$ cat src/logic/sync_sep_regs.svh
/*
 * Register indices, field positions, reset values and timing counts of the
 * composite sync separator.
 * Assumes a 100 MHz core clock and an Avalon-MM slave with byte addressing,
 * where each register index sits at byte address four times the index.
 */
`ifndef SYNC_SEP_REGS_SVH
`define SYNC_SEP_REGS_SVH

// ****************************************************************
// Register indices and field positions
// ****************************************************************
`define SYNC_SEP_IDX_THRESH   6'h0e
`define SYNC_SEP_IDX_PATH     6'h0f
`define SYNC_SEP_IDX_SRC      6'h10
`define SYNC_SEP_IDX_STATUS   6'h16
`define SYNC_SEP_IDX_COUNT    6'h17
`define SYNC_SEP_BIT_DIG_SEL  1
`define SYNC_SEP_BIT_SOG_SEL  3
`define SYNC_SEP_BIT_VS_OVR   1
`define SYNC_SEP_BIT_VS_SEP   0
`define SYNC_SEP_BIT_AVS      5
`define SYNC_SEP_BIT_SEP_VS   0

// ****************************************************************
// Reset values
// ****************************************************************
`define SYNC_SEP_THRESH_RST   8'h20
`define SYNC_SEP_BIT_RST      1'b0

// ****************************************************************
// Timing
// ****************************************************************
`define SYNC_SEP_CORE_CLK_KHZ 100000
`define SYNC_SEP_TICK_KHZ     5000
`define SYNC_SEP_TICK_DIV     (`SYNC_SEP_CORE_CLK_KHZ / `SYNC_SEP_TICK_KHZ)
`define SYNC_SEP_COUNT_MAX    8'hff

`endif

$ cat src/logic/sync_sep_pkg.sv
/*
 * Types shared by the composite sync separator modules.
 * Assumes nothing beyond a SystemVerilog compiler.
 */
package sync_sep_pkg;

  typedef enum logic {
    SEEK_VSYNC,
    HOLD_VSYNC
  } sep_state_t;

  typedef logic [7:0] count_t;

endpackage : sync_sep_pkg

$ cat src/logic/sep_tick_gen.sv
/*
 * Divides the core clock down to the separator counting rate.
 * Assumes a free running core clock and a synchronous active high reset.
 */
`timescale 1ns/1ns
`include "sync_sep_regs.svh"

module sep_tick_gen (
  input  wire logic i_core_clk,
  input  wire logic i_rst,
  output logic      o_tick
);

  localparam int     TICK_GAP = `SYNC_SEP_TICK_DIV;
  localparam int     TICK_REST = TICK_GAP - 8;
  localparam logic [4:0] LAST = 5'(`SYNC_SEP_TICK_DIV - 1);

  logic [4:0] div_count;

  // ****************************************************************
  // Divider
  // ****************************************************************
  always_ff @(posedge i_core_clk) begin
    if (i_rst) begin
      div_count <= 5'h00;
      o_tick    <= 1'b0;
    end else begin
      o_tick <= (div_count == LAST);
      if (div_count == LAST) begin
        div_count <= 5'h00;
      end else begin
        div_count <= div_count + 5'h01;
      end
    end
  end

  a_tick_spacing: assert property (@(posedge i_core_clk) disable iff (i_rst)
    o_tick |=> !o_tick [*8] ##TICK_REST o_tick)
    else $error("Separator tick spacing is wrong.");

endmodule : sep_tick_gen

$ cat src/logic/sync_sep_counter.sv
/*
 * Eight bit up/down counter that finds the long vertical pulse inside a
 * composite sync and then confirms that it has gone away.
 * Assumes an active high composite sync synchronous to the core clock and
 * a one cycle tick at the counting rate.
 */
`timescale 1ns/1ns
`include "sync_sep_regs.svh"

module sync_sep_counter (
  input  wire logic       i_core_clk,
  input  wire logic       i_rst,
  input  wire logic       i_tick,
  input  wire logic       i_csync,
  input  wire logic [7:0] i_threshold,
  output logic            o_vsync,
  output logic [7:0]      o_count
);

  sync_sep_pkg::sep_state_t state;

  function automatic sync_sep_pkg::count_t sat_inc(
    input sync_sep_pkg::count_t v);
    sat_inc = (v == `SYNC_SEP_COUNT_MAX) ? v : v + 8'h01;
  endfunction : sat_inc

  // ****************************************************************
  // Detection and release sequence
  // ****************************************************************
  always_ff @(posedge i_core_clk) begin
    if (i_rst) begin
      state   <= sync_sep_pkg::SEEK_VSYNC;
      o_count <= 8'h00;
      o_vsync <= 1'b0;
    end else if (i_tick) begin
      case (state)
        sync_sep_pkg::SEEK_VSYNC: begin
          if (i_csync && sat_inc(o_count) > i_threshold) begin
            o_vsync <= 1'b1;
            o_count <= 8'h00;
            state   <= sync_sep_pkg::HOLD_VSYNC;
          end else if (i_csync) begin
            o_count <= sat_inc(o_count);
          end else if (o_count != 8'h00) begin
            o_count <= o_count - 8'h01;
          end
        end
        sync_sep_pkg::HOLD_VSYNC: begin
          if (!i_csync && sat_inc(o_count) >= i_threshold) begin
            o_vsync <= 1'b0;
            o_count <= 8'h00;
            state   <= sync_sep_pkg::SEEK_VSYNC;
          end else if (!i_csync) begin
            o_count <= sat_inc(o_count);
          end
        end
        default: begin
          state   <= sync_sep_pkg::SEEK_VSYNC;
          o_count <= 8'h00;
          o_vsync <= 1'b0;
        end
      endcase
    end
  end

  // ****************************************************************
  // Checks
  // ****************************************************************
  a_count_down_floor: assert property (@(posedge i_core_clk)
    disable iff (i_rst)
    (i_tick && !i_csync && state == sync_sep_pkg::SEEK_VSYNC)
    |=> o_count == (($past(o_count) == 8'h00) ? 8'h00
                    : $past(o_count) - 8'h01))
    else $error("Counter did not count down to zero.");

  a_no_wrap_up: assert property (@(posedge i_core_clk) disable iff (i_rst)
    (o_count == 8'hff && i_tick && i_csync
     && state == sync_sep_pkg::SEEK_VSYNC)
    |=> o_count == 8'hff || o_vsync)
    else $error("Counter wrapped past its top.");

  a_detect_clear: assert property (@(posedge i_core_clk) disable iff (i_rst)
    $rose(o_vsync) |-> o_count == 8'h00
      && $past(o_count) >= $past(i_threshold))
    else $error("Detection without clear or below threshold.");

  a_end_clear: assert property (@(posedge i_core_clk) disable iff (i_rst)
    $fell(o_vsync) |-> o_count == 8'h00
      && $past(o_count) + 9'h001 >= {1'b0, $past(i_threshold)})
    else $error("Release without clear or before threshold.");

  a_hold_idle: assert property (@(posedge i_core_clk) disable iff (i_rst)
    (state == sync_sep_pkg::HOLD_VSYNC && i_csync)
    |=> $stable(o_count) && o_vsync)
    else $error("Counter moved while the pulse was present.");

  c_detect: cover property (@(posedge i_core_clk) $rose(o_vsync));
  c_release: cover property (@(posedge i_core_clk) $fell(o_vsync));
  c_saturate: cover property (@(posedge i_core_clk) o_count == 8'hff);

endmodule : sync_sep_counter

$ cat src/logic/composite_sync_separator.sv
/*
 * Digital sync processing: source multiplexers, output path multiplexers,
 * the composite sync separator and its Avalon-MM register slave.
 * Assumes all sync inputs already sliced to logic levels and synchronous to
 * the 100 MHz core clock, and a master that holds each request until it
 * sees waitrequest low.
 */
`timescale 1ns/1ns
`include "sync_sep_regs.svh"

module composite_sync_separator (
  input  wire logic        i_core_clk,
  input  wire logic        i_rst,
  input  wire logic [7:0]  i_address,
  input  wire logic        i_read,
  input  wire logic        i_write,
  input  wire logic [31:0] i_writedata,
  input  wire logic [3:0]  i_byteenable,
  input  wire logic        i_hsync,
  input  wire logic        i_vsync,
  input  wire logic        i_sync_on_green_input,
  input  wire logic        i_csync_active_low,
  input  wire logic        i_dig_hsync,
  input  wire logic        i_dig_vsync,
  input  wire logic        i_dig_csync,
  output logic [31:0]      o_readdata,
  output logic             o_waitrequest,
  output logic             o_hsync,
  output logic             o_vsync,
  output logic             o_csync,
  output logic             o_active_vertical_source_flag,
  output logic             o_sep_vsync
);

  // ****************************************************************
  // Declarations
  // ****************************************************************
  logic [7:0] threshold;
  logic       dig_sel;
  logic       sog_sel;
  logic       vs_override;
  logic       vs_sep_sel;
  logic       tick;
  logic       sep_vsync;
  logic [7:0] sep_count;
  logic       ana_hsync;
  logic       ana_csync;
  logic       ana_vsync;
  logic       csync_pulse;
  logic       next_avs;
  logic       access;
  logic       commit;
  logic [7:0] wr_byte;
  logic [7:0] status_byte;
  logic [7:0] rd_byte;

  function automatic logic [5:0] reg_index(input logic [7:0] addr);
    reg_index = addr[7:2];
  endfunction : reg_index

  function automatic logic reg_hit(input logic [7:0] addr,
                                   input logic [5:0] idx);
    reg_hit = (addr[1:0] == 2'h0) && (reg_index(addr) == idx);
  endfunction : reg_hit

  function automatic logic addr_ok(input logic [7:0] addr);
    addr_ok = (addr[1:0] == 2'h0);
  endfunction : addr_ok

  // ****************************************************************
  // Bus handshake
  // ****************************************************************
  assign access = i_read || i_write;
  assign commit = i_write && !o_waitrequest && i_byteenable[0];
  assign wr_byte = i_writedata[7:0];

  always_ff @(posedge i_core_clk) begin
    if (i_rst) begin
      o_waitrequest <= 1'b1;
    end else if (access && o_waitrequest) begin
      o_waitrequest <= 1'b0;
    end else begin
      o_waitrequest <= 1'b1;
    end
  end

  // ****************************************************************
  // Control registers
  // ****************************************************************
  always_ff @(posedge i_core_clk) begin
    if (i_rst) begin
      threshold <= `SYNC_SEP_THRESH_RST;
    end else if (commit && reg_hit(i_address, `SYNC_SEP_IDX_THRESH)) begin
      threshold <= wr_byte;
    end
  end

  always_ff @(posedge i_core_clk) begin
    if (i_rst) begin
      dig_sel <= `SYNC_SEP_BIT_RST;
    end else if (commit && reg_hit(i_address, `SYNC_SEP_IDX_PATH)) begin
      dig_sel <= wr_byte[`SYNC_SEP_BIT_DIG_SEL];
    end
  end

  always_ff @(posedge i_core_clk) begin
    if (i_rst) begin
      sog_sel     <= `SYNC_SEP_BIT_RST;
      vs_override <= `SYNC_SEP_BIT_RST;
      vs_sep_sel  <= `SYNC_SEP_BIT_RST;
    end else if (commit && reg_hit(i_address, `SYNC_SEP_IDX_SRC)) begin
      sog_sel     <= wr_byte[`SYNC_SEP_BIT_SOG_SEL];
      vs_override <= wr_byte[`SYNC_SEP_BIT_VS_OVR];
      vs_sep_sel  <= wr_byte[`SYNC_SEP_BIT_VS_SEP];
    end
  end

  // ****************************************************************
  // Read path
  // ****************************************************************
  always_comb begin
    status_byte = 8'h00;
    status_byte[`SYNC_SEP_BIT_AVS]    = o_active_vertical_source_flag;
    status_byte[`SYNC_SEP_BIT_SEP_VS] = sep_vsync;
  end

  always_comb begin
    rd_byte = 8'h00;
    if (addr_ok(i_address)) begin
      case (reg_index(i_address))
        `SYNC_SEP_IDX_THRESH: begin
          rd_byte = threshold;
        end
        `SYNC_SEP_IDX_PATH: begin
          rd_byte[`SYNC_SEP_BIT_DIG_SEL] = dig_sel;
        end
        `SYNC_SEP_IDX_SRC: begin
          rd_byte[`SYNC_SEP_BIT_SOG_SEL] = sog_sel;
          rd_byte[`SYNC_SEP_BIT_VS_OVR]  = vs_override;
          rd_byte[`SYNC_SEP_BIT_VS_SEP]  = vs_sep_sel;
        end
        `SYNC_SEP_IDX_STATUS: begin
          rd_byte = status_byte;
        end
        `SYNC_SEP_IDX_COUNT: begin
          rd_byte = sep_count;
        end
        default: begin
          rd_byte = 8'h00;
        end
      endcase
    end
  end

  always_ff @(posedge i_core_clk) begin
    if (i_rst) begin
      o_readdata <= 32'h0000_0000;
    end else if (i_read && o_waitrequest) begin
      o_readdata <= {24'h00_0000, rd_byte};
    end
  end

  // ****************************************************************
  // Source multiplexers
  // ****************************************************************
  assign ana_hsync = sog_sel ? i_sync_on_green_input : i_hsync;
  assign ana_csync = sog_sel ? i_sync_on_green_input : i_hsync;
  assign ana_vsync = vs_sep_sel ? sep_vsync : i_vsync;

  // Polarity is folded in here so the counter only sees active high pulses.
  assign csync_pulse = ana_csync ^ i_csync_active_low;

  // ****************************************************************
  // Separator
  // ****************************************************************
  sep_tick_gen u_tick (
    .i_core_clk (i_core_clk),
    .i_rst      (i_rst),
    .o_tick     (tick)
  );

  sync_sep_counter u_counter (
    .i_core_clk  (i_core_clk),
    .i_rst       (i_rst),
    .i_tick      (tick),
    .i_csync     (csync_pulse),
    .i_threshold (threshold),
    .o_vsync     (sep_vsync),
    .o_count     (sep_count)
  );

  // ****************************************************************
  // Output path multiplexers and status
  // ****************************************************************
  always_ff @(posedge i_core_clk) begin
    if (i_rst) begin
      o_hsync <= 1'b0;
      o_vsync <= 1'b0;
      o_csync <= 1'b0;
    end else begin
      o_hsync <= dig_sel ? i_dig_hsync : ana_hsync;
      o_vsync <= dig_sel ? i_dig_vsync : ana_vsync;
      o_csync <= dig_sel ? i_dig_csync : ana_csync;
    end
  end

  assign next_avs = vs_override ? vs_sep_sel : vs_sep_sel;

  always_ff @(posedge i_core_clk) begin
    if (i_rst) begin
      o_active_vertical_source_flag <= 1'b0;
      o_sep_vsync                   <= 1'b0;
    end else begin
      o_active_vertical_source_flag <= next_avs;
      o_sep_vsync                   <= sep_vsync;
    end
  end

  // ****************************************************************
  // Checks
  // ****************************************************************
  a_hsync_source_mux: assert property (@(posedge i_core_clk)
    disable iff (i_rst)
    !dig_sel |=> o_hsync == $past(sog_sel ? i_sync_on_green_input
                                          : i_hsync))
    else $error("Hsync source mux passed the wrong input.");

  a_csync_source_mux: assert property (@(posedge i_core_clk)
    disable iff (i_rst)
    !dig_sel |=> o_csync == $past(sog_sel ? i_sync_on_green_input
                                          : i_hsync))
    else $error("Composite source mux passed the wrong input.");

  a_vsync_source_mux: assert property (@(posedge i_core_clk)
    disable iff (i_rst)
    !dig_sel |=> o_vsync == $past(vs_sep_sel ? sep_vsync : i_vsync))
    else $error("Vsync source mux passed the wrong input.");

  a_output_path_mux: assert property (@(posedge i_core_clk)
    disable iff (i_rst)
    dig_sel |=> o_hsync == $past(i_dig_hsync)
      && o_vsync == $past(i_dig_vsync) && o_csync == $past(i_dig_csync))
    else $error("Output mux did not pass the digital path.");

  a_avs_flag_follow: assert property (@(posedge i_core_clk)
    disable iff (i_rst)
    ##1 o_active_vertical_source_flag == $past(vs_sep_sel))
    else $error("Active source flag disagrees with the selection.");

  a_bus_answer_once: assert property (@(posedge i_core_clk)
    disable iff (i_rst)
    !o_waitrequest |=> o_waitrequest)
    else $error("Waitrequest stayed low for more than one cycle.");

  a_thresh_written: assert property (@(posedge i_core_clk)
    disable iff (i_rst)
    (commit && reg_hit(i_address, `SYNC_SEP_IDX_THRESH))
    |=> threshold == $past(wr_byte))
    else $error("Threshold write was lost.");

  // ****************************************************************
  // Register and bus checks
  // ****************************************************************
  a_reset_state: assert property (@(posedge i_core_clk)
    i_rst |=> o_waitrequest && o_readdata == 32'h0000_0000
      && !o_hsync && !o_vsync && !o_csync
      && !o_active_vertical_source_flag && !o_sep_vsync)
    else $error("Outputs did not take their reset values.");

  a_wait_one_state: assert property (@(posedge i_core_clk)
    disable iff (i_rst)
    (access && o_waitrequest) |=> !o_waitrequest)
    else $error("Request was not answered after one wait state.");

  a_read_thresh: assert property (@(posedge i_core_clk)
    disable iff (i_rst)
    (i_read && o_waitrequest && reg_hit(i_address, `SYNC_SEP_IDX_THRESH))
    |=> o_readdata == {24'h00_0000, $past(threshold)})
    else $error("Threshold read back the wrong value.");

  a_read_refused: assert property (@(posedge i_core_clk)
    disable iff (i_rst)
    (i_read && o_waitrequest && !addr_ok(i_address))
    |=> o_readdata == 32'h0000_0000)
    else $error("Unaligned read returned data.");

  a_write_byte_gate: assert property (@(posedge i_core_clk)
    disable iff (i_rst)
    (i_write && !o_waitrequest && !i_byteenable[0])
    |=> $stable(threshold) && $stable(dig_sel) && $stable(sog_sel)
      && $stable(vs_override) && $stable(vs_sep_sel))
    else $error("Write without low byte enable changed a register.");

  a_src_written: assert property (@(posedge i_core_clk)
    disable iff (i_rst)
    (commit && reg_hit(i_address, `SYNC_SEP_IDX_SRC))
    |=> sog_sel == $past(wr_byte[`SYNC_SEP_BIT_SOG_SEL])
      && vs_override == $past(wr_byte[`SYNC_SEP_BIT_VS_OVR])
      && vs_sep_sel == $past(wr_byte[`SYNC_SEP_BIT_VS_SEP]))
    else $error("Source register write was lost.");

  a_path_written: assert property (@(posedge i_core_clk)
    disable iff (i_rst)
    (commit && reg_hit(i_address, `SYNC_SEP_IDX_PATH))
    |=> dig_sel == $past(wr_byte[`SYNC_SEP_BIT_DIG_SEL]))
    else $error("Path register write was lost.");

  a_status_read: assert property (@(posedge i_core_clk)
    disable iff (i_rst)
    (i_read && o_waitrequest && reg_hit(i_address, `SYNC_SEP_IDX_STATUS))
    |=> o_readdata[`SYNC_SEP_BIT_AVS] == $past(o_active_vertical_source_flag)
      && o_readdata[`SYNC_SEP_BIT_SEP_VS] == $past(sep_vsync))
    else $error("Status read back the wrong bits.");

  a_count_read: assert property (@(posedge i_core_clk)
    disable iff (i_rst)
    (i_read && o_waitrequest && reg_hit(i_address, `SYNC_SEP_IDX_COUNT))
    |=> o_readdata == {24'h00_0000, $past(sep_count)})
    else $error("Count read back the wrong value.");

  a_sep_copy: assert property (@(posedge i_core_clk)
    disable iff (i_rst)
    ##1 o_sep_vsync == $past(sep_vsync))
    else $error("Separator vsync output lags wrongly.");

  c_sog_selected: cover property (@(posedge i_core_clk)
    sog_sel && !dig_sel);
  c_separator_vsync: cover property (@(posedge i_core_clk)
    vs_sep_sel && $rose(o_vsync));

endmodule : composite_sync_separator

$ cat config.mk
export PLATFORM = sky130hd
export DESIGN_NAME = composite_sync_separator
export DESIGN_NICKNAME = d
export VERILOG_FILES = /design/src/logic/sync_sep_pkg.sv /design/src/logic/sep_tick_gen.sv /design/src/logic/sync_sep_counter.sv /design/src/logic/composite_sync_separator.sv
export VERILOG_INCLUDE_DIRS = /design/src /design/src/logic
export SDC_FILE = /design/constraint.sdc
export NUM_CORES = 1
export LEC_CHECK = 0
export BUFFER_PORTS_ARGS = -buffer_cell sky130_fd_sc_hd__buf_2
export CORE_ASPECT_RATIO = 1.25
export CORE_MARGIN = 5
export CORE_UTILIZATION = 54
export CTS_CLUSTER_SIZE = 20
export DETAILED_ROUTE_END_ITERATION = 10
export PLACE_DENSITY = 0.85
export SETUP_SLACK_MARGIN = 0.05
export SLEW_MARGIN = 15
export SYNTH_ARGS = -nofsm -noshare
export SYNTH_HDL_FRONTEND = slang
export SYNTH_SLANG_ARGS = --single-unit
$ cat constraint.sdc
create_clock -name i_core_clk -period 4.71 [get_ports i_core_clk]
set_input_delay 0 -clock i_core_clk [delete_from_list [all_inputs] [get_ports i_core_clk]]
set_output_delay 0 -clock i_core_clk [all_outputs]
set_load 0.02 [all_outputs]
Word level (Yosys, flattened, before mapping)
Index checks and enable logic that the tools add are counted.

Output and inout bits: 38. Register bits: 42. Input bits: 55. Logic and storage cells: 80.

$lt $le $gt $ge: 2. Mux-type cells: 25. Reductions and logical operators: 20. Bitwise logic cells: 2. Equality and inequality tests: 11. Add/sub/neg operators: 3.

Operators with widths (number): $mux W8 (7); $eq A6 B5 Y1 const B (3); $pmux W8 S2 (1); $eq A6 B4 Y1 const B (2); $logic_and A1 B1 Y1 (12); $pmux W4 S3 (1); $mux W1 (10); $add A8 B1 Y8 const B (1); $eq A8 B8 Y1 const B (1); $ge A8 B8 Y1 (1); $gt A8 B8 Y1 (1); $pmux W1 S4 (2); $reduce_bool A8 Y1 (1); $sub A8 B1 Y8 const B (1); $pmux W1 S2 (3); $reduce_and A3 Y1 (2); $add A5 B1 Y5 const B (1); $eq A5 B5 Y1 const B (1); $ne A4 B1 Y1 const B (1); $ne A3 B3 Y1 const B (1); $pmux W1 S3 (1); $logic_not A1 Y1 (2); $logic_not A2 Y1 (1); $ne A2 B1 Y1 const B (1); other kinds (5) (5).

Depth between registers and ports, before layout
Gate-level depths: netlist (run 1).

Depth after elaboration: 6. Gate-level depth with buffers: 12. Mapped depth without buffers: 12.

Modules after synthesis
Synthesis (run 1) repeated with hierarchy kept, for this count alone.

Cell total of the unflattened synthesis: 319. Area, all modules: 2718.9 sq um.

Modules (own cells, without submodules): composite_sync_separator (cells an instance 145, instances 1, area an instance 1373.8 sq um, sequential area each 520.5 sq um); sync_sep_counter (cells an instance 150, instances 1, area an instance 1111.1 sq um, sequential area each 200.2 sq um); sep_tick_gen (cells an instance 24, instances 1, area an instance 234.0 sq um, sequential area each 120.1 sq um).

Worst setup path before layout (run 1)
OpenSTA, ideal clock, no wires.

Kind: reg2reg. From: reg u_counter.o_count[1]. To: reg u_counter.o_count[1]. Clock period less this slack: 2.760 ns. Arrival time: 2.676 ns. Cell stages (with the launch flop): 12. Library setup time: 0.084 ns. Slack: 1.950 ns. Buffers on the path: 0. Data required time: 4.626 ns. Path through: dfxtp_1 > ha_1 > and4_1 > nand4_1 > o21ai_0 > ha_1 > nor2b_1 > o211ai_1 > a21oi_1 > o31ai_1 > nand2_1 > o31ai_2.

Word-level cells in the longest chain between the ends: 6. Elaborated cells between the ends (all ways): 18. Those cells by class: add/sub (2); order compare (2); eq/ne (3); mux (7); reduce/logical (4).

Ends and longest elaborated chain: start: declaration (line sync_sep_counter.sv:17) `output logic [7:0] o_count`; start signal: assignment (line sync_sep_counter.sv:43) `o_count <= sat_inc(o_count);`; start signal: assignment (line sync_sep_counter.sv:45) `o_count <= o_count - 8'h01;`; start signal: assignment (line sync_sep_counter.sv:54) `o_count <= sat_inc(o_count);`; $add A8 B1 Y8 / $eq A8 B8 Y1 (equally long branches); $mux W8 (line sync_sep_counter.sv:24) `` sat_inc = (v == `SYNC_SEP_COUNT_MAX) ? v : v + 8'h01; ``; $gt A8 B8 Y1 / $ge A8 B8 Y1 (equally long branches) (line sync_sep_counter.sv:38, sync_sep_counter.sv:49); $logic_and A1 B1 Y1 (on tied branches) (line sync_sep_counter.sv:38, sync_sep_counter.sv:49); $ne A4 B1 Y1 (no source line) (tied with other cells); $reduce_and A3 Y1 (no source line) / $pmux W8 S2 (equally long branches).

Parallel ways exist; a longest one is shown, timed or not. The select of a mux whose other input is x is not followed. A chain may end at the register's enable or synchronous reset.

Worst setup path in the final report (run 1)
Ends and elaborated chain as after synthesis.

==> results of run 1 <==
==> final timing paths <==
check	start	end	cells after the start
min reg2reg	o_readdata[5]	o_readdata[5]	2
max reg2reg	u_counter.o_count[1]	u_counter.o_count[1]	11
min	i_vsync	o_vsync	5
max	u_counter.o_count[1]	u_counter.o_count[1]	11
==> layer usage <==
metal  global-route usage  share of wire
met1                0.222           0.40
met2                0.371           0.51
met3               0.0432          0.074
met4               0.0889          0.024
met5                    0              0
==> registers in the layout (all words and copies together) (netlist names) <==
register	flops
o_readdata	8
threshold	8
u_counter.o_count	8
u_tick.div_count	5
dig_sel	1
next_avs	1
o_active_vertical_source_flag	1
o_csync	1
o_hsync	1
o_sep_vsync	1
o_vsync	1
o_waitrequest	1
sog_sel	1
u_counter.o_vsync	1
u_counter.state	1
u_tick.o_tick	1
vs_override	1
==> worst max-delay path, delay by kind of cell, from the launching register on <==
kind,cells,cell delay (ns)
AND/OR/NAND/NOR,4,0.98
adder cells (fa/ha/maj),2,0.56
flip-flops,1,0.49
AO/OA/AOI/OAI,5,1.42
==> per-stage QoR <==
stage | instance area [µm²] | setup WS [ns] | utilization | instances | hold slack, ns
after global placement | 2820 | 1.42 | 0.593 | 417 | 0.221
final | 3070 | 1.18 | 0.644 | 438 | 0.0494
after detailed placement | 2820 | 1.32 | 0.593 | 417 | 0.225
after CTS | 3070 | 1.30 | 0.644 | 438 | 0.0546
after floorplan | 2770 | 1.95 | - | 353 | 0.116
after global routing | 3070 | 0.975 | 0.644 | 438 | 0.0621
==> synthesized netlist by cell type (all sizes together), types with 2 or more instances <==
cell type / instances / area [µm²]
nor3b: 2 / 15.0
nand3: 23 / 115
nor2b: 5 / 31.3
nand2b: 4 / 25.0
and3: 4 / 25.0
ha: 12 / 150
o21ai: 7 / 38.8
o211ai: 3 / 22.5
nand4: 4 / 25.0
nor2: 23 / 96.4
buf: 31 / 214
xnor2: 4 / 42.6
o21a: 3 / 22.5
inv: 16 / 60.1
o31ai: 3 / 27.5
a32oi: 3 / 26.3
a222oi: 2 / 20.0
nand3b: 5 / 37.5
a31oi: 3 / 18.8
and2: 2 / 12.5
mux2: 3 / 33.8
nand2: 33 / 129
a22o: 4 / 35.0
a21oi: 30 / 150
clkbuf: 7 / 26.3
a22oi: 9 / 67.6
or3: 2 / 12.5
dfxtp: 42 / 841
mux2i: 6 / 72.6
o22ai: 4 / 25.0
xor2: 2 / 36.3
nor4: 4 / 37.5
nor3: 7 / 35.0
o21bai: 2 / 26.3
==> power groups by stage <==
stage	clock, mW	combinational (mW)	sequential, mW
final	0.294	0.0813	0.362
after detailed placement	0	0.0714	0.370
after CTS	0.297	0.0800	0.362
after global routing	0.318	0.0881	0.362
after floorplan	0	0.0608	0.372
after global placement	0	0.0702	0.370
==> layout make-up <==
class,count,share of cell area
Inverter,17,0.0208
Timing Repair Buffer,55,0.112
Clock inverter,3,0.0143
Multi-Input combinational cell,256,0.532
Tap cell,60,0.0245
Clock buffer,5,0.0224
Sequential cell,42,0.274
==> cells by family after synthesis <==
family	count (synthesis)	share of synthesized area
adder cells (fa/ha/maj)	12	0.0559
AO/OA/AOI/OAI	80	0.202
multiplexers	9	0.0396
other	1	0.00140
AND/OR/NAND/NOR	125	0.245
XOR/XNOR	6	0.0294
flip-flops	42	0.313
buffers and inverters	55	0.113
==> qor.csv, run 1 <==
metric;value;unit
cts-htree-levels;2;
cts_tree;built;
grt_max_degree;39;
tns;0;ns
synth_warnings;0;
layout_commonest_cell;dfxtp_1;
p_total;737;µW
swShare;0.260;
synthCells;330;
routed_wl;6470;µm
dieArea;6490;µm²
combPwrFrac;0.110;
power.leakage;1.25;nW
avgViaCountPerCell;5.80;
ff2ff_setup_slack;1.18;ns
n_fill_cell;417;
power.switching;192;µW
drive_above_1_share;0.180;
critPathRequiredTime;4.94;ns
grt_pass1_vias;2337;
path_cells;ha_1 > and4_1 > nand4_1 > o21ai_0 > ha_1 > nor2b_1 > o211ai_1 > a21oi_1 > o31ai_1 > nand2_1 > o31ai_2;
fin_skew;0.00969;ns
port_buffers;41;
grt_pass1_wl;10400;µm
routedWlPerCell;14.8;µm
die_y;88.8;µm
hold_path.class;in -> reg;
cap_violations;0;
firstDrtPassIters;5;
pwr-share-clk;0.399;
io_pins;93;
postCtsHoldBufs;13;
critPathSlowestCell;dfxtp_1;
nets;444;
worstMarginPinSlew;0.848;ns
cp_max_fo;8;
syn2layout_area_growth;14.3;%
dp_hpwl;4690;µm
slowest_delay;0.49;ns
vias;2539;
slew_headroom;0.430;
end_kind;register;
rsz0062_at_grt;no;
yosys_register_bits;42;
seq_power_share;0.491;
multi_input_area;1630;µm²
async_flop_share;0;
slew_violations;0;
initial_utilization;0.563;
powerDensity;240;nW/µm²
hold_viol;0;
outcome;complete, no violations;
clkSlewWorstSetupHoldPaths;0.09;ns
drtAntennaViolNets;0;
synth_cell_types;63;
finalWeightedCongestion;0.929;
numCtsBuffers;5;
crit_type;reg -> reg;
clock_sinks;42;
num_rows;28;
layout_worst_path_cycle_share;0.749;
drtIter0Drc;219;
postSynthAreaPerCell;8.13;µm²
setup.worst_path.start_class;register;
die_width;73.1;µm
fmax;283;MHz
cts-resized-gates;0;
cts.path.max_buffers;2;
cts_setup_buffers;0;
p_int;545;µW
final_cell_mix;dfxtp_1 (42), buf_2 (41), nand2_1 (31);
arrival;3.75;ns
antenna_found_initial;0;
finalCriticalPeriod;3.53;ns
core_area;4760;µm²
synth_edf_count;0;
synth-main-ff-cell;dfxtp_1;
clk_latency;0.30;ns
grt_usage;0.203;
peakVddDrop;0.000161;V
root_buffer;clkbuf_8;
path_common_cell;ha_1;
drc;0;
setup-violations-final;0;
gr-total-overflow;0;
syn_area;2680;µm²
diodes;0;
seq_area_frac_synth;0.313;
seqCellArea;841;µm²
(Power assumes the default switching activity.)
==> inputs of run 2 (changes only) <==
--- a/config.mk
+++ b/config.mk
@@ -6,13 +6,14 @@
 export SDC_FILE = /design/constraint.sdc
 export NUM_CORES = 1
 export LEC_CHECK = 0
+export ABC_AREA = 1
 export BUFFER_PORTS_ARGS = -buffer_cell sky130_fd_sc_hd__buf_2
 export CORE_ASPECT_RATIO = 1.25
 export CORE_MARGIN = 5
-export CORE_UTILIZATION = 54
+export CORE_UTILIZATION = 51
 export CTS_CLUSTER_SIZE = 20
 export DETAILED_ROUTE_END_ITERATION = 10
-export PLACE_DENSITY = 0.85
+export PLACE_DENSITY = 0.81
 export SETUP_SLACK_MARGIN = 0.05
 export SLEW_MARGIN = 15
 export SYNTH_ARGS = -nofsm -noshare
==> constraint.sdc (replaced) <==
create_clock -name i_core_clk -period 3.5 [get_ports i_core_clk]
set_input_delay 0 -clock i_core_clk [delete_from_list [all_inputs] [get_ports i_core_clk]]
set_output_delay 0 -clock i_core_clk [all_outputs]
set_load 0.02 [all_outputs]
==> qor.csv, run 2 <==
metric;value;unit;change
clock_sinks;42;;unchanged
synthCells;419;;+27%
final_cell_mix;nand2_1 (96), inv_1 (58), dfxtp_1 (42);;
synth_cell_types;35;;-44%
timing.rr.end;u_counter.o_count[2];;
hold-worst-slack;-0.00478;ns;-0.0541 ns
io_pins;93;;unchanged
synth-main-ff-cell;dfxtp_1;;
reg_top3;o_readdata: 8 flops, threshold: 8 flops, u_counter.o_count: 8 flops;;
cp_max_fo;6;;-2
synth_warnings;0;;unchanged
routed_wl;7350;µm;+13%
end_kind;register;;
postSynthAreaPerCell;6.59;µm²;-19%
ff2ff_setup_slack;0.64;ns;-0.54 ns
dieArea;7000;µm²;+7.8%
root_buffer;clkbuf_8;;
synth_most_common_cell;nand2_1;;
slew_violations;0;;unchanged
die_y;92.3;µm;+3.9%
powerDensity;295;nW/µm²;+23%
yosysTopAreaCell;dfxtp_1;;
numCtsBuffers;5;;unchanged
port_buffers;41;;unchanged
drtIter0Drc;181;;-17%
routedWlPerCell;13.8;µm;-6.4%
crit_type;reg -> reg;;
cts_tree;built;;
drive_above_1_share;0.156;;-0.0236
die_width;75.8;µm;+3.8%
nets;533;;+20%
slew_headroom;0.613;;+0.183
layout_commonest_cell;nand2_1;;
async_flop_share;0;;unchanged
finalCriticalPeriod;2.86;ns;-0.672 ns
yosys_register_bits;42;;unchanged
drtAntennaViolNets;0;;unchanged
clk_latency;0.30;ns;about the same
core_area;5330;µm²;+12%
seq_area_frac_synth;0.304;;-0.00880
clkSlewWorstSetupHoldPaths;0.08;ns;about the same
r2r_cells;20;;+9
fin_skew;0.00721;ns;-0.00248 ns
vias;2834;;+12%
grt_max_degree;24;;-38%
finalWeightedCongestion;0.967;;+4.1%
antenna_found_initial;0;;unchanged
rsz0062_at_grt;no;;
p_total;906;µW;+23%
outcome;finished with violations;;
diodes;0;;unchanged
grt_pass1_vias;2635;;+13%
gr-total-overflow;0;;unchanged
power.leakage;1.57;nW;+26%
cts_setup_buffers;0;;unchanged
arrival;3.11;ns;-0.64 ns
syn2layout_area_growth;11.1;%;
synthTopCellsByArea;dfxtp_1 (30%), nand2_1 (13%), inv_1 (7.9%);;
crit_end;u_counter.o_count[2];;
synth_edf_count;0;;unchanged
hold_path.class;in -> reg;;
cts.path.max_buffers;2;;unchanged
setup-violations-final;0;;unchanged
crit_start;u_counter.o_count[1];;
fmax;350;MHz;+24%
r2r_start;u_counter.o_count[1];;
grt_usage;0.216;;+0.0132
cts-htree-levels;2;;unchanged
grt_pass1_wl;11800;µm;+13%
failed_checks;negative hold slack;;
critPathRequiredTime;3.75;ns;-1.19 ns
avgViaCountPerCell;5.34;;-7.9%
synthTopCellsByCount;nand2_1 (96), inv_1 (58), dfxtp_1 (42);;
n_fill_cell;518;;+24%
worstMarginPinSlew;0.574;ns;-0.274 ns
hold_viol;1;;+1
num_rows;30;;+7.1%
tns;0;ns;unchanged
stdcell_area;3070;µm²;unchanged
drc;0;;unchanged
setup.worst_path.start_class;register;;
dp_hpwl;5530;µm;+18%
cap_violations;0;;unchanged
dpl_cell_area;2910;µm²;+3.1%
syn_area;2760;µm²;+2.9%
cts-resized-gates;0;;unchanged
initial_utilization;0.518;;-0.0452
layout_worst_path_cycle_share;0.816;;+0.0671
synth_top_area_share;0.304;;-0.00880
peakVddDrop;0.000234;V;+45%
firstDrtPassIters;5;;unchanged
run 2: cell families (layout without fill, tap and decap cells):
group / after synthesis / after routing / share of synthesized area
AOI/OAI and AO/OA: 73 / 73 / 0.150
xor gates and xnor gates: 4 / 4 / 0.0127
DFF: 42 / 42 / 0.304
and+or+nand+nor: 192 / 192 / 0.308
other: 1 / 24 / 0.00136
buffers and inverters: 95 / 120 / 0.169
adders and majority gates: 12 / 12 / 0.0544
run 2: routing by layer:
| metal | GRT usage | vias up | part of all wire |
|---|---|---|---|
| met1 | 0.251 | 1279 | 0.38 |
| met4 | 0.127 | 0 | 0.049 |
| met3 | 0.0296 | 30 | 0.068 |
| met2 | 0.363 | 129 | 0.50 |
| met5 | 0 | - | 0 |
| li1 | - | 1396 | - |
run 2: layout make-up:
cell class / instances / area, µm² / area share
clock buffers: 6 / 72.6 / 0.0237
clock inverters: 2 / 13.8 / 0.00449
inverters: 63 / 236 / 0.0771
multi-input cells: 305 / 1540 / 0.502
flip-flops and latches: 42 / 841 / 0.274
well taps: 64 / 80.1 / 0.0261
repair buffers: 49 / 283 / 0.0922
run 2: power breakdown:
group / internal [mW] / switching, mW
combinational: 0.0319 / 0.0706
sequential: 0.483 / 0.00311
clock: 0.141 / 0.176
run 2: how the worst min path moves through the flow:
stage,slack [ns],cells after the start,startpoint,to
3_3_place_gp,0.22,3,i_writedata[5],threshold[5]
5_1_grt,0.01,3,i_writedata[2],threshold[2]
3_5_place_dp,0.23,2,i_read,o_waitrequest
4_1_cts,0.0003,3,i_writedata[7],threshold[7]
6_report,-0.005,3,i_writedata[7],threshold[7]
2_1_floorplan,0.12,1,i_read,o_waitrequest
run 2: what timing repair did:
| action | 4_1_cts | 5_1_grt |
|---|---|---|
| hold endpoints to repair | 6 | 0 |
| hold buffers | 7 | 0 |
| setup endpoints to repair | 0 | 0 |
run 2: per-stage QoR:
step | hold WS, ns | utilization | worst slack (ns) | std cells
3_3_place_gp | 0.222 | 0.546 | 0.763 | 516
4_1_cts | 0.000259 | 0.575 | 0.704 | 531
3_5_place_dp | 0.228 | 0.546 | 0.763 | 516
2_1_floorplan | 0.116 | - | 1.17 | 442
5_1_grt | 0.0123 | 0.575 | 0.387 | 531
6_report | -0.00478 | 0.575 | 0.643 | 531
run 2: critical path, cell delays in order, from the launching register on:
cell	delay, ns
dfxtp_1	0.45
ha_1	0.26
nand3_2	0.15
nor2_4	0.16
nand3_1	0.16
o21ai_2	0.21
inv_1	0.06
ha_1	0.29
nand2_1	0.07
nand2_1	0.04
nand2_1	0.05
nand2_1	0.04
nand2_1	0.07
nand3_1	0.07
nand2_1	0.15
nand2_1	0.13
inv_1	0.19
nand2_1	0.09
nand3_1	0.08
nand2_1	0.06
inv_1	0.05
